$ cat config.mk
export PLATFORM = sky130hd
export DESIGN_NAME = pd_cmd_decode
export DESIGN_NICKNAME = d
export VERILOG_FILES = /design/src/inc/pd_cmd_pkg.sv /design/src/hdl/bank_tracker.sv /design/src/hdl/pd_cmd_decode.sv
export SDC_FILE = /design/constraint.sdc
export NUM_CORES = 1
export LEC_CHECK = 0
export ABC_AREA = 1
export BUFFER_PORTS_ARGS = -buffer_cell sky130_fd_sc_hd__clkbuf_2
export CAP_MARGIN = 10
export CORE_UTILIZATION = 35
export CTS_CLUSTER_SIZE = 30
export DETAILED_ROUTE_END_ITERATION = 10
export PLACE_DENSITY = 0.66
export RECOVER_POWER = 50
export SETUP_SLACK_MARGIN = 0.3
export SLEW_MARGIN = 0
export SYNTH_ARGS = -nofsm -noshare
export SYNTH_HDL_FRONTEND = slang
export SYNTH_SLANG_ARGS = --single-unit
$ cat constraint.sdc
create_clock -name mclk_in -period 1.5 [get_ports mclk_in]
set_input_delay 0 -clock mclk_in [delete_from_list [all_inputs] [get_ports mclk_in]]
set_output_delay 0 -clock mclk_in [all_outputs]
set_load 0.005 [all_outputs]
$ cat src/inc/pd_cmd_pkg.sv
// Shared constants, types and pin bundle for the power-down and command decode block
package pd_cmd_pkg;
    localparam int CLK_PERIOD_NS = 20;
    localparam int BANK_ADDR_W = 2;
    localparam int NUM_BANKS = 4;
    localparam int BURST_LENGTH = 4;
    // Two data beats per clock, so a burst of four occupies two clocks
    localparam logic [1:0] BURST_CYCLES = 2'(BURST_LENGTH / 2);
    localparam logic [1:0] BURST_CNT_RST = 2'h0;
    localparam logic [3:0] BANK_OPEN_RST = 4'h0;

    typedef enum logic [3:0] {
        CMD_DESELECT = 4'h0,
        CMD_NOP = 4'h1,
        CMD_ACTIVATE = 4'h2,
        CMD_PRECHARGE = 4'h3,
        CMD_PRECHARGE_ALL = 4'h4,
        CMD_WRITE = 4'h5,
        CMD_READ = 4'h6,
        CMD_REFRESH = 4'h7,
        CMD_MODE_SET = 4'h8,
        CMD_RESERVED = 4'h9
    } cmd_t;

    typedef enum logic [2:0] {
        ST_NORMAL = 3'h0,
        ST_PRECHARGE_PD = 3'h1,
        ST_ACTIVE_PD_FAST = 3'h2,
        ST_ACTIVE_PD_SLOW = 3'h3,
        ST_SELF_REFRESH = 3'h4
    } pd_state_t;

    localparam pd_state_t PD_STATE_RST = ST_NORMAL;

    // Control pins sampled together at each rising edge
    typedef struct packed {
        logic cs_n;
        logic ras_n;
        logic cas_n;
        logic we_n;
        logic cke;
        logic a10;
        logic [BANK_ADDR_W-1:0] ba;
    } cmd_pins_t;

    localparam cmd_pins_t PINS_RST = '{cs_n: 1'b1, ras_n: 1'b1, cas_n: 1'b1, we_n: 1'b1,
                                       cke: 1'b0, a10: 1'b0, ba: 2'h0};
endpackage : pd_cmd_pkg

$ cat src/hdl/bank_tracker.sv
// Per-bank open-row flags updated by accepted activate and precharge commands
`timescale 1ns/1ps
module bank_tracker #(
    parameter int BANKS = pd_cmd_pkg::NUM_BANKS
) (
    input wire logic mclk_in,
    input wire logic reset_in,
    input wire logic activate_in,
    input wire logic precharge_in,
    input wire logic precharge_all_in,
    input wire logic [pd_cmd_pkg::BANK_ADDR_W-1:0] bank_in,
    output logic [BANKS-1:0] open_out
);
    import pd_cmd_pkg::*;

    logic [BANKS-1:0] open_r;
    logic [BANKS-1:0] open_nxt;

    // Precharge-all clears every bank; single commands touch one bank only
    always_comb begin
        open_nxt = open_r;
        if (precharge_all_in) begin
            open_nxt = '0;
        end else if (precharge_in) begin
            open_nxt[bank_in] = 1'b0;
        end else if (activate_in) begin
            open_nxt[bank_in] = 1'b1;
        end
    end

    always_ff @(posedge mclk_in) begin
        if (reset_in) begin
            open_r <= BANKS'(BANK_OPEN_RST);
        end else begin
            open_r <= open_nxt;
        end
    end

    assign open_out = open_r;
endmodule : bank_tracker

$ cat src/hdl/pd_cmd_decode.sv
// Command decoder and power-down state machine of the memory device
//
// Function
// RQ1: Power down with all banks idle is precharge type, otherwise active type.
// RQ2: Any power down switches input and output buffers off; clock, ODT, CKE stay.
// RQ3: DLL off in precharge and slow active power down, on in fast active.
// RQ4: Controller holds CKE low, clock stable and ODT valid while powered down.
// RQ5: Controller keeps CKE low for the minimum pulse time after entry.
// RQ6: Controller limits each power-down stay to nine average refresh intervals.
// RQ7: Exit on edge where CKE samples high; controller sends NOP or deselect.
// RQ8: Controller keeps CKE high for the minimum pulse time after exit.
// RQ9: Controller waits the applicable exit latency before an executable command.
// RQ10: Frequency change only in precharge power down, ODT off, two clocks later.
// RQ11: During frequency change ODT and CKE stay low, frequency within grade.
// RQ12: New clock stable before exit, then DLL reset and mode reprogramming.
// RQ13: ODT stays off during DLL relock after a frequency change.
// RQ14: Commands decode from CS, RAS, CAS, WE and CKE sampled each rising edge.
// RQ15: Bank bits select target bank, or the mode register for mode set.
// RQ16: Bursts of four always run to completion and are never interrupted.
// RQ17: Self-refresh exit follows CKE high without needing a particular command.
// RQ18: No refresh is performed while in power down.
// RQ19: Power down entered when CKE samples low with NOP or deselect.
// RQ20: Controller never drops CKE during mode set, read or write.
// RQ21: Controller holds each CKE level for three sampled edges.
// RQ22: Self-refresh entry is accepted only when all banks are idle.
// RQ23: Open-row status is tracked so power-down type is known at CKE fall.
`timescale 1ns/1ps
module pd_cmd_decode (
    input wire logic mclk_in,
    input wire logic reset_in,
    input wire pd_cmd_pkg::cmd_pins_t pins_in,
    input wire logic slow_exit_in,
    output pd_cmd_pkg::cmd_t cmd_out,
    output logic cmd_valid_out,
    output logic [pd_cmd_pkg::BANK_ADDR_W-1:0] bank_out,
    output logic [pd_cmd_pkg::BANK_ADDR_W-1:0] mode_reg_sel_out,
    output logic mode_write_out,
    output pd_cmd_pkg::pd_state_t pd_state_out,
    output logic buffers_on_out,
    output logic dll_on_out,
    output logic refresh_run_out,
    output logic burst_busy_out,
    output logic illegal_out,
    output logic [pd_cmd_pkg::NUM_BANKS-1:0] bank_open_out
);
    import pd_cmd_pkg::*;

    // Raw command decode on the strobes and a10; CKE is handled by the state machine
    function automatic cmd_t decode_cmd(input cmd_pins_t p);
        cmd_t c;
        c = CMD_RESERVED;
        if (p.cs_n) begin
            c = CMD_DESELECT;
        end else begin
            case ({p.ras_n, p.cas_n, p.we_n})
                3'h7: c = CMD_NOP;
                3'h3: c = CMD_ACTIVATE;
                3'h2: c = p.a10 ? CMD_PRECHARGE_ALL : CMD_PRECHARGE;
                3'h4: c = CMD_WRITE;
                3'h5: c = CMD_READ;
                3'h1: c = CMD_REFRESH;
                3'h0: c = CMD_MODE_SET;
                default: c = CMD_RESERVED;
            endcase
        end
        return c;
    endfunction : decode_cmd

    function automatic logic is_pd_state(input pd_state_t s);
        return s == ST_PRECHARGE_PD || s == ST_ACTIVE_PD_FAST || s == ST_ACTIVE_PD_SLOW;
    endfunction : is_pd_state

    cmd_pins_t sync1_r;
    cmd_pins_t sync2_r;
    logic cke_prev_r;
    pd_state_t state_r;
    pd_state_t state_nxt;
    logic [1:0] burst_r;
    logic [1:0] burst_nxt;
    cmd_t cmd_r;
    cmd_t cmd_nxt;
    logic valid_r;
    logic valid_nxt;
    logic illegal_r;
    logic illegal_nxt;
    logic [BANK_ADDR_W-1:0] bank_r;
    logic buffers_r;
    logic dll_r;
    logic refresh_r;
    logic mode_write_r;
    logic busy_r;
    logic [NUM_BANKS-1:0] open_w;
    logic any_open;
    cmd_t cmd_now;
    logic idle_cmd;
    logic cke_fall;
    logic cke_rise;
    logic cke_high;

    // Pins are asynchronous to the core clock, so two flops before any decode
    always_ff @(posedge mclk_in) begin
        if (reset_in) begin
            sync1_r <= PINS_RST;
            sync2_r <= PINS_RST;
            cke_prev_r <= 1'b0;
        end else begin
            sync1_r <= pins_in;
            sync2_r <= sync1_r;
            cke_prev_r <= sync2_r.cke;
        end
    end

    // All strobes and CKE taken from the same sampled edge
    assign cmd_now = decode_cmd(sync2_r); // RQ14
    assign idle_cmd = cmd_now == CMD_NOP || cmd_now == CMD_DESELECT;
    assign cke_fall = cke_prev_r && !sync2_r.cke;
    assign cke_rise = !cke_prev_r && sync2_r.cke;
    assign cke_high = cke_prev_r && sync2_r.cke;
    assign any_open = |open_w; // RQ23

    // Power-down state, burst guard and command acceptance
    always_comb begin
        state_nxt = state_r;
        burst_nxt = (burst_r != 2'h0) ? burst_r - 2'h1 : burst_r;
        cmd_nxt = cmd_now;
        valid_nxt = 1'b0;
        illegal_nxt = 1'b0;
        case (state_r)
            ST_NORMAL: begin
                if (cke_fall) begin
                    if (idle_cmd && burst_r == 2'h0) begin
                        if (!any_open) begin
                            state_nxt = ST_PRECHARGE_PD; // RQ1 RQ19
                        end else if (slow_exit_in) begin
                            state_nxt = ST_ACTIVE_PD_SLOW; // RQ1
                        end else begin
                            state_nxt = ST_ACTIVE_PD_FAST; // RQ1
                        end
                    end else if (cmd_now == CMD_REFRESH && !any_open && burst_r == 2'h0) begin
                        state_nxt = ST_SELF_REFRESH; // RQ22
                    end else begin
                        illegal_nxt = 1'b1; // RQ20 RQ22
                    end
                end else if (cke_high && !idle_cmd) begin
                    valid_nxt = 1'b1;
                    case (cmd_now)
                        CMD_READ, CMD_WRITE: begin
                            // A burst of four cannot be cut short by a new column command
                            if (burst_r != 2'h0 || !open_w[sync2_r.ba]) begin
                                illegal_nxt = 1'b1; // RQ16
                                valid_nxt = 1'b0;
                            end else begin
                                burst_nxt = BURST_CYCLES; // RQ16
                            end
                        end
                        CMD_ACTIVATE: begin
                            illegal_nxt = open_w[sync2_r.ba];
                            valid_nxt = !open_w[sync2_r.ba];
                        end
                        CMD_REFRESH, CMD_MODE_SET: begin
                            illegal_nxt = any_open;
                            valid_nxt = !any_open;
                        end
                        CMD_RESERVED: begin
                            illegal_nxt = 1'b1;
                            valid_nxt = 1'b0;
                        end
                        default: begin
                            valid_nxt = 1'b1;
                        end
                    endcase
                end
            end
            ST_PRECHARGE_PD, ST_ACTIVE_PD_FAST, ST_ACTIVE_PD_SLOW: begin
                if (cke_rise) begin
                    if (idle_cmd) begin
                        state_nxt = ST_NORMAL; // RQ7
                    end else begin
                        illegal_nxt = 1'b1;
                    end
                end
            end
            ST_SELF_REFRESH: begin
                // Exit is not tied to a command on the sampled edge
                if (sync2_r.cke) begin
                    state_nxt = ST_NORMAL; // RQ17
                end
            end
            default: begin
                state_nxt = ST_NORMAL;
            end
        endcase
    end

    always_ff @(posedge mclk_in) begin
        if (reset_in) begin
            state_r <= PD_STATE_RST;
            burst_r <= BURST_CNT_RST;
            cmd_r <= CMD_DESELECT;
            valid_r <= 1'b0;
            illegal_r <= 1'b0;
            bank_r <= '0;
            buffers_r <= 1'b1;
            dll_r <= 1'b1;
            refresh_r <= 1'b0;
            mode_write_r <= 1'b0;
            busy_r <= 1'b0;
        end else begin
            state_r <= state_nxt;
            burst_r <= burst_nxt;
            cmd_r <= cmd_nxt;
            valid_r <= valid_nxt;
            illegal_r <= illegal_nxt;
            bank_r <= sync2_r.ba; // RQ15
            buffers_r <= state_nxt == ST_NORMAL; // RQ2
            dll_r <= state_nxt == ST_NORMAL || state_nxt == ST_ACTIVE_PD_FAST; // RQ3
            // Internal refresh runs only in self refresh, never in power down
            refresh_r <= state_nxt == ST_SELF_REFRESH; // RQ18
            // Registered here so the pins see no decode glitches
            mode_write_r <= valid_nxt && cmd_nxt == CMD_MODE_SET; // RQ15
            busy_r <= burst_nxt != 2'h0; // RQ16
        end
    end

    // Open rows updated only by commands that were accepted
    bank_tracker #(.BANKS(NUM_BANKS)) u_banks (
        .mclk_in(mclk_in),
        .reset_in(reset_in),
        .activate_in(valid_nxt && cmd_now == CMD_ACTIVATE),
        .precharge_in(valid_nxt && cmd_now == CMD_PRECHARGE),
        .precharge_all_in(valid_nxt && cmd_now == CMD_PRECHARGE_ALL),
        .bank_in(sync2_r.ba),
        .open_out(open_w)
    );

    assign cmd_out = cmd_r;
    assign cmd_valid_out = valid_r;
    assign bank_out = bank_r;
    assign mode_reg_sel_out = bank_r; // RQ15
    assign mode_write_out = mode_write_r;
    assign pd_state_out = state_r;
    assign buffers_on_out = buffers_r;
    assign dll_on_out = dll_r;
    assign refresh_run_out = refresh_r;
    assign burst_busy_out = busy_r;
    assign illegal_out = illegal_r;
    assign bank_open_out = open_w;
endmodule : pd_cmd_decode

---- Word-level counts from Yosys, hierarchy flattened ----
Index checks and enable logic that the tools add are counted.
Widths: inputs -> output; s select.
cells by class
  $add $sub $neg .......................... 1
  order comparisons ....................... 2
  equal/unequal tests ..................... 21
  mux-type cells .......................... 38
  bitwise logic cells ..................... 3
  reductions and logical operators ........ 33
operators with widths
  kind                number
  $pmux 4 s7          1
  $mux 3              7
  $eq 4x3->1 const B  4
  $eq 3x2->1 const B  5
  $eq 3x3->1 const B  5
  $mux 1              14
  $mux 2              7
  $logic_and 1x1->1   12
  $mux 4              3
  $logic_not 3->1     3
  $pmux 3 s3          1
  $eq 4x2->1 const B  2
  $eq 4x4->1 const B  2
  $pmux 1 s4          2
  $eq 3x1->1 const B  2
  $reduce_bool 2->1   3
  $reduce_or 2->1     3
  $logic_not 1->1     5
  $and 4x4->4         1
  $eq 4x1->1 const B  1
  $logic_not 4->1     1
  $not 4->4           1
  $or 4x4->4          1
  $reduce_or 4->1     1
  9 further kinds     11
word-level totals
  flip-flop bits (word level) ............. 39
  bits of input ports ..................... 11

---- Logic depth before layout (Yosys ltp) ----
  word-level depth ........................ 13
  depth in mapped cells ................... 13
  mapped depth without buffers ............ 13

---- Modules after synthesis ----
A second synthesis with hierarchy kept.
second synthesis, totals
  cell total of the unflattened synthesis .. 228
  area total of the unflattened synthesis .. 1674.1 um^2
modules (own cells, without submodules)
  module         instances  cells an instance  area an instance (um^2)  seq. area each (um^2)
  pd_cmd_decode  1          194                1462.7                   700.7
  bank_tracker   1          34                 211.5                    80.1

---- Worst setup path after synthesis ----
No wires, ideal clock.
  kind .................................... reg2reg
  from .................................... register sync2_r[4] (netlist bit)
  to ...................................... register (tool-made name)
  library setup time ...................... 0.114 ns
  arrival time ............................ 1.319 ns
  data required time ...................... 1.386 ns
  setup slack ............................. 0.067 ns
  stages on the path, launching flop included .. 10
  buffers on the path ..................... 1
  period minus slack after synthesis ...... 1.433 ns
  cells stage by stage .................... dfxtp_1 > buf_4 > a31oi_4 > nand2_1 > nor2_4 > nand4_1 > nor2_2 > nor2_2 > nand2_1 > nor2_2
RTL lines
  what                      line                  RTL
  start: declaration        pd_cmd_decode.sv:74   cmd_pins_t sync2_r;
  start signal: assignment  pd_cmd_decode.sv:108  sync2_r <= sync1_r;

==> run_results.csv <==
group,metric,value,unit
outcome,status,"finished clean",
pwr,power.density,862,nW/µm²
timing,final.period_utilization,0.992,
pwr,proportion_of_total_power_due_to_net_switching,0.218,
critical_path,worst-path-max-fanout,8,
hold_path,hold_path_class,"in2reg",
cts,cts_inserted_buffers,5,
routing,route.antenna.remaining_nets,0,
critical_path,critPathCaptureType,"flip-flop",
logic_synthesis,yosysSeqAreaShare,0.455,
hold_path,hold_depth,2,
cts,clock_insertion_delay_worst_skew,0.29,ns
logic_synthesis,synth_area_leaders,"sky130_fd_sc_hd__dfxtp_1 46%, sky130_fd_sc_hd__nand2_1 8.5%, sky130_fd_sc_hd__nor2_1 8.5%",
cells_and_area,finalNonFillerCells,357,
floorplanning,dieHeight,72.0,µm
critical_path,worst-r2r-cell-count,9,
pwr,cell_internal_pwr,1.62,mW
logic_synthesis,synth_cell_types,27,
cells_and_area,final_cell_area,2410,µm²
routing,wirelength_routed,3.47,mm
critical_path,reg2reg_setup_slack,0.01,ns
timing,fin_worst_hold_slack,0.153,ns
cells_and_area,top_library_cells_by_usage_in_the_layout_fill_and_taps_aside,"35 x sky130_fd_sc_hd__nor2_1, 32 x sky130_fd_sc_hd__inv_1, 32 x sky130_fd_sc_hd__clkbuf_2, 30 x sky130_fd_sc_hd__dfxtp_1, 29 x sky130_fd_sc_hd__nand2_1",
cells_and_area,most_frequent_standard_cell_in_the_layout_excluding_fill_and_tap_cells,"sky130_fd_sc_hd__nor2_1",
timing,slew_violations,0,
placement,placement.setup.worst_slack,-0.0967,ns
pwr,power.combinational.fraction,0.070,
pwr,leakagePower,1.14,nW
cts,cts-htree-levels,2,
critical_path,critical_path.startpoint_type,"flip-flop",
floorplanning,fp.coreArea,4720,µm²
floorplanning,initial_core_util,0.363,
cells_and_area,post-route-util,0.510,
critical_path,worst_path_max_delay_cell,"sky130_fd_sc_hd__dfxtp_4",
placement,placedInstanceArea,2010,µm²
routing,via_per_inst,4.43,
hold_path,holdPathEnd,"sync2_r[2]",
global_route,grt_pass1_vias,1491,
timing,final.min_clock_period,1.49,ns
routing,initialDrtViolationCount,63,
floorplanning,chipWidth,72.0,µm
cells_and_area,fin_nets,300,
timing,setup_viol_count_final,0,
cts,cts_tree,"yes",
cts,numClockSinks,39,
cells_and_area,layout-drive-gt1-share,0.431,
logic_synthesis,yosysTopAreaCell,"sky130_fd_sc_hd__dfxtp_1",
pwr,design_power_total,2.08,mW
pwr,ir_worst_vdd,0.506,mV
global_route,grt_usage,0.154,
floorplanning,rows,25,
timing,setup_ws,0.0124,ns
floorplanning,floorplan.die_area,5180,µm²
timing,timing.setup.tns,0,ns
pwr,net-switching-power,0.453,mW
pwr,portion_of_total_power_attributed_to_sequential_cells,0.520,
timing,timing.final.hold_violations,0,
logic_synthesis,yosys_warnings,0,
timing,tightest_slew,0.379,ns
critical_path,worst-endpoint-arrival,1.67,ns
global_route,grt_overflow,0,
routing,num_vias,1583,
cells_and_area,diodes,0,
critical_path,rr_startpoint,"sync2_r[5]",
hold_path,hold_path.startpoint,"reset_in",
logic_synthesis,register_bit_count_reported_by_yosys,39,
placement,gp_congestion,0.821,
timing,slew_headroom,0.747,
routing,wl_per_cell,9.73,µm
flow_run,maxCapViolations,0,
critical_path,crit_path_cell_trace,"inv_6 -> nand4_1 -> nand2_2 -> a21oi_2 -> nand4_1 -> nor2_2 -> nor2_4 -> nand2_1 -> nor2_2",
timing,clock-skew-final,0.00646,ns
critical_path,cp.required,1.69,ns
logic_synthesis,postSynthNetCount,241,
routing,drtPass1Iterations,4,
cts,clock_pin_slew_of_the_registers_on_the_worst_case_setup_and_hold_paths,0.08,ns
cts,cts_max_path_buffers,2,
timing,setup_repair_after_global_routing_missed_its_margin,"yes",
placement,port_buffer_cells,32,
pwr,clock_power_share,0.410,
cts,clock-root-buffer,"sky130_fd_sc_hd__clkbuf_8",
timing,highest_clock_rate,0.672,GHz
global_route,largest_net_degree_at_the_start_of_global_routing,24,
cells_and_area,synthToLayoutAreaGrowth,40.7,%
placement,place_inst,334,
placement,place_hpwl,2.42,mm
global_route,grt_first_pass_wirelength,6.22,mm
logic_synthesis,synthDominantCellAreaShare,0.455,
logic_synthesis,mappedNetlistArea,1710,µm²
logic_synthesis,synth_area_per_inst,7.45,µm²
global_route,grt_antenna_before_repair,0,
routing,route.detailed.drc,0,
logic_synthesis,mapped_cells,230,
floorplanning,top_level_port_count,33,
critical_path,critical-path-max-stage-delay,0.43,ns
critical_path,timing_worst_setup_path_type,"reg2reg",
-- cell families after synthesis --
| kind of cell | share of synthesized area |
|---|---|
| buffers and inverters | 0.124 |
| flip-flops | 0.455 |
| AND/OR/NAND/NOR | 0.348 |
| AO/OA/AOI/OAI | 0.0723 |
-- power by group through the flow --
stage / sequential [mW] / clock (mW) / combinational (mW)
2_1_floorplan: 1.10 / 0 / 0.0822
3_3_place_gp: 1.10 / 0 / 0.117
3_5_place_dp: 1.10 / 0 / 0.119
4_1_cts: 1.08 / 0.886 / 0.140
5_1_grt: 1.08 / 0.925 / 0.164
6_report: 1.08 / 0.851 / 0.146
-- worst max path at each step --
stage	startpoint	to	slack, ns
finish	sync2_r[5]	flip-flop	0.01
CTS	sync2_r[4]	flip-flop	0.02
global placement	sync2_r[4]	flip-flop	-0.02
floorplan	sync2_r[6]	flip-flop	0.07
detailed placement	sync2_r[4]	flip-flop	-0.1
global route	sync2_r[0]	flip-flop	-0.09
-- worst max-delay path, delay by kind of cell (launching register included) --
| kind | cells | cell delay [ns] |
|---|---|---|
| AOI/OAI and AO/OA | 1 | 0.15 |
| buffers and inverters | 1 | 0.06 |
| DFF | 1 | 0.43 |
| and+or+nand+nor | 7 | 0.73 |
-- Yosys cell counts --
cell,instances
sky130_fd_sc_hd__dfxtp_1,39
sky130_fd_sc_hd__nand2_1,39
sky130_fd_sc_hd__nor2_1,39
sky130_fd_sc_hd__inv_1,37
sky130_fd_sc_hd__nand4_1,13
sky130_fd_sc_hd__or2_2,8
sky130_fd_sc_hd__a21oi_1,7
sky130_fd_sc_hd__nand3_1,7
sky130_fd_sc_hd__nor2_2,7
sky130_fd_sc_hd__nor3_1,6
sky130_fd_sc_hd__o21ai_0,4
sky130_fd_sc_hd__buf_4,3
sky130_fd_sc_hd__clkbuf_1,3
sky130_fd_sc_hd__nand2_2,3
sky130_fd_sc_hd__nor2_4,2
sky130_fd_sc_hd__o21a_1,2
sky130_fd_sc_hd__a31oi_4,1
sky130_fd_sc_hd__buf_6,1
sky130_fd_sc_hd__bufinv_8,1
sky130_fd_sc_hd__clkbuf_2,1
sky130_fd_sc_hd__inv_4,1
sky130_fd_sc_hd__nand3_2,1
sky130_fd_sc_hd__nand4_2,1
sky130_fd_sc_hd__o2111ai_1,1
sky130_fd_sc_hd__o211ai_1,1
sky130_fd_sc_hd__o21ai_2,1
sky130_fd_sc_hd__o31ai_1,1
-- final cells by class --
cell class / count / area, µm²
fillers: 465 / 2310
multi-input cells: 144 / 843
flip-flops and latches: 39 / 802
repair buffers: 60 / 405
inverters: 39 / 164
well taps: 67 / 83.8
clock buffers: 5 / 68.8
clock inverters: 3 / 43.8
-- layer usage --
metal | wire [µm] | track usage | up-vias
li1 | - | - | 839
met1 | 1600 | 0.175 | 706
met2 | 1680 | 0.262 | 32
met3 | 115 | 0.0403 | 6
met4 | 70 | 0.0850 | 0
met5 | 0 | 0 | -
-- what timing repair did --
item                                   CTS  global route
buffers inserted                         5             2
hold buffers                             8             0
setup endpoints to repair               18            17
gates cloned                             0             0
pin swaps                               17            14
gates resized for setup                 31            25
endpoints found under the hold margin    8             0
Note: power is estimated with default switching activity, not from simulation.
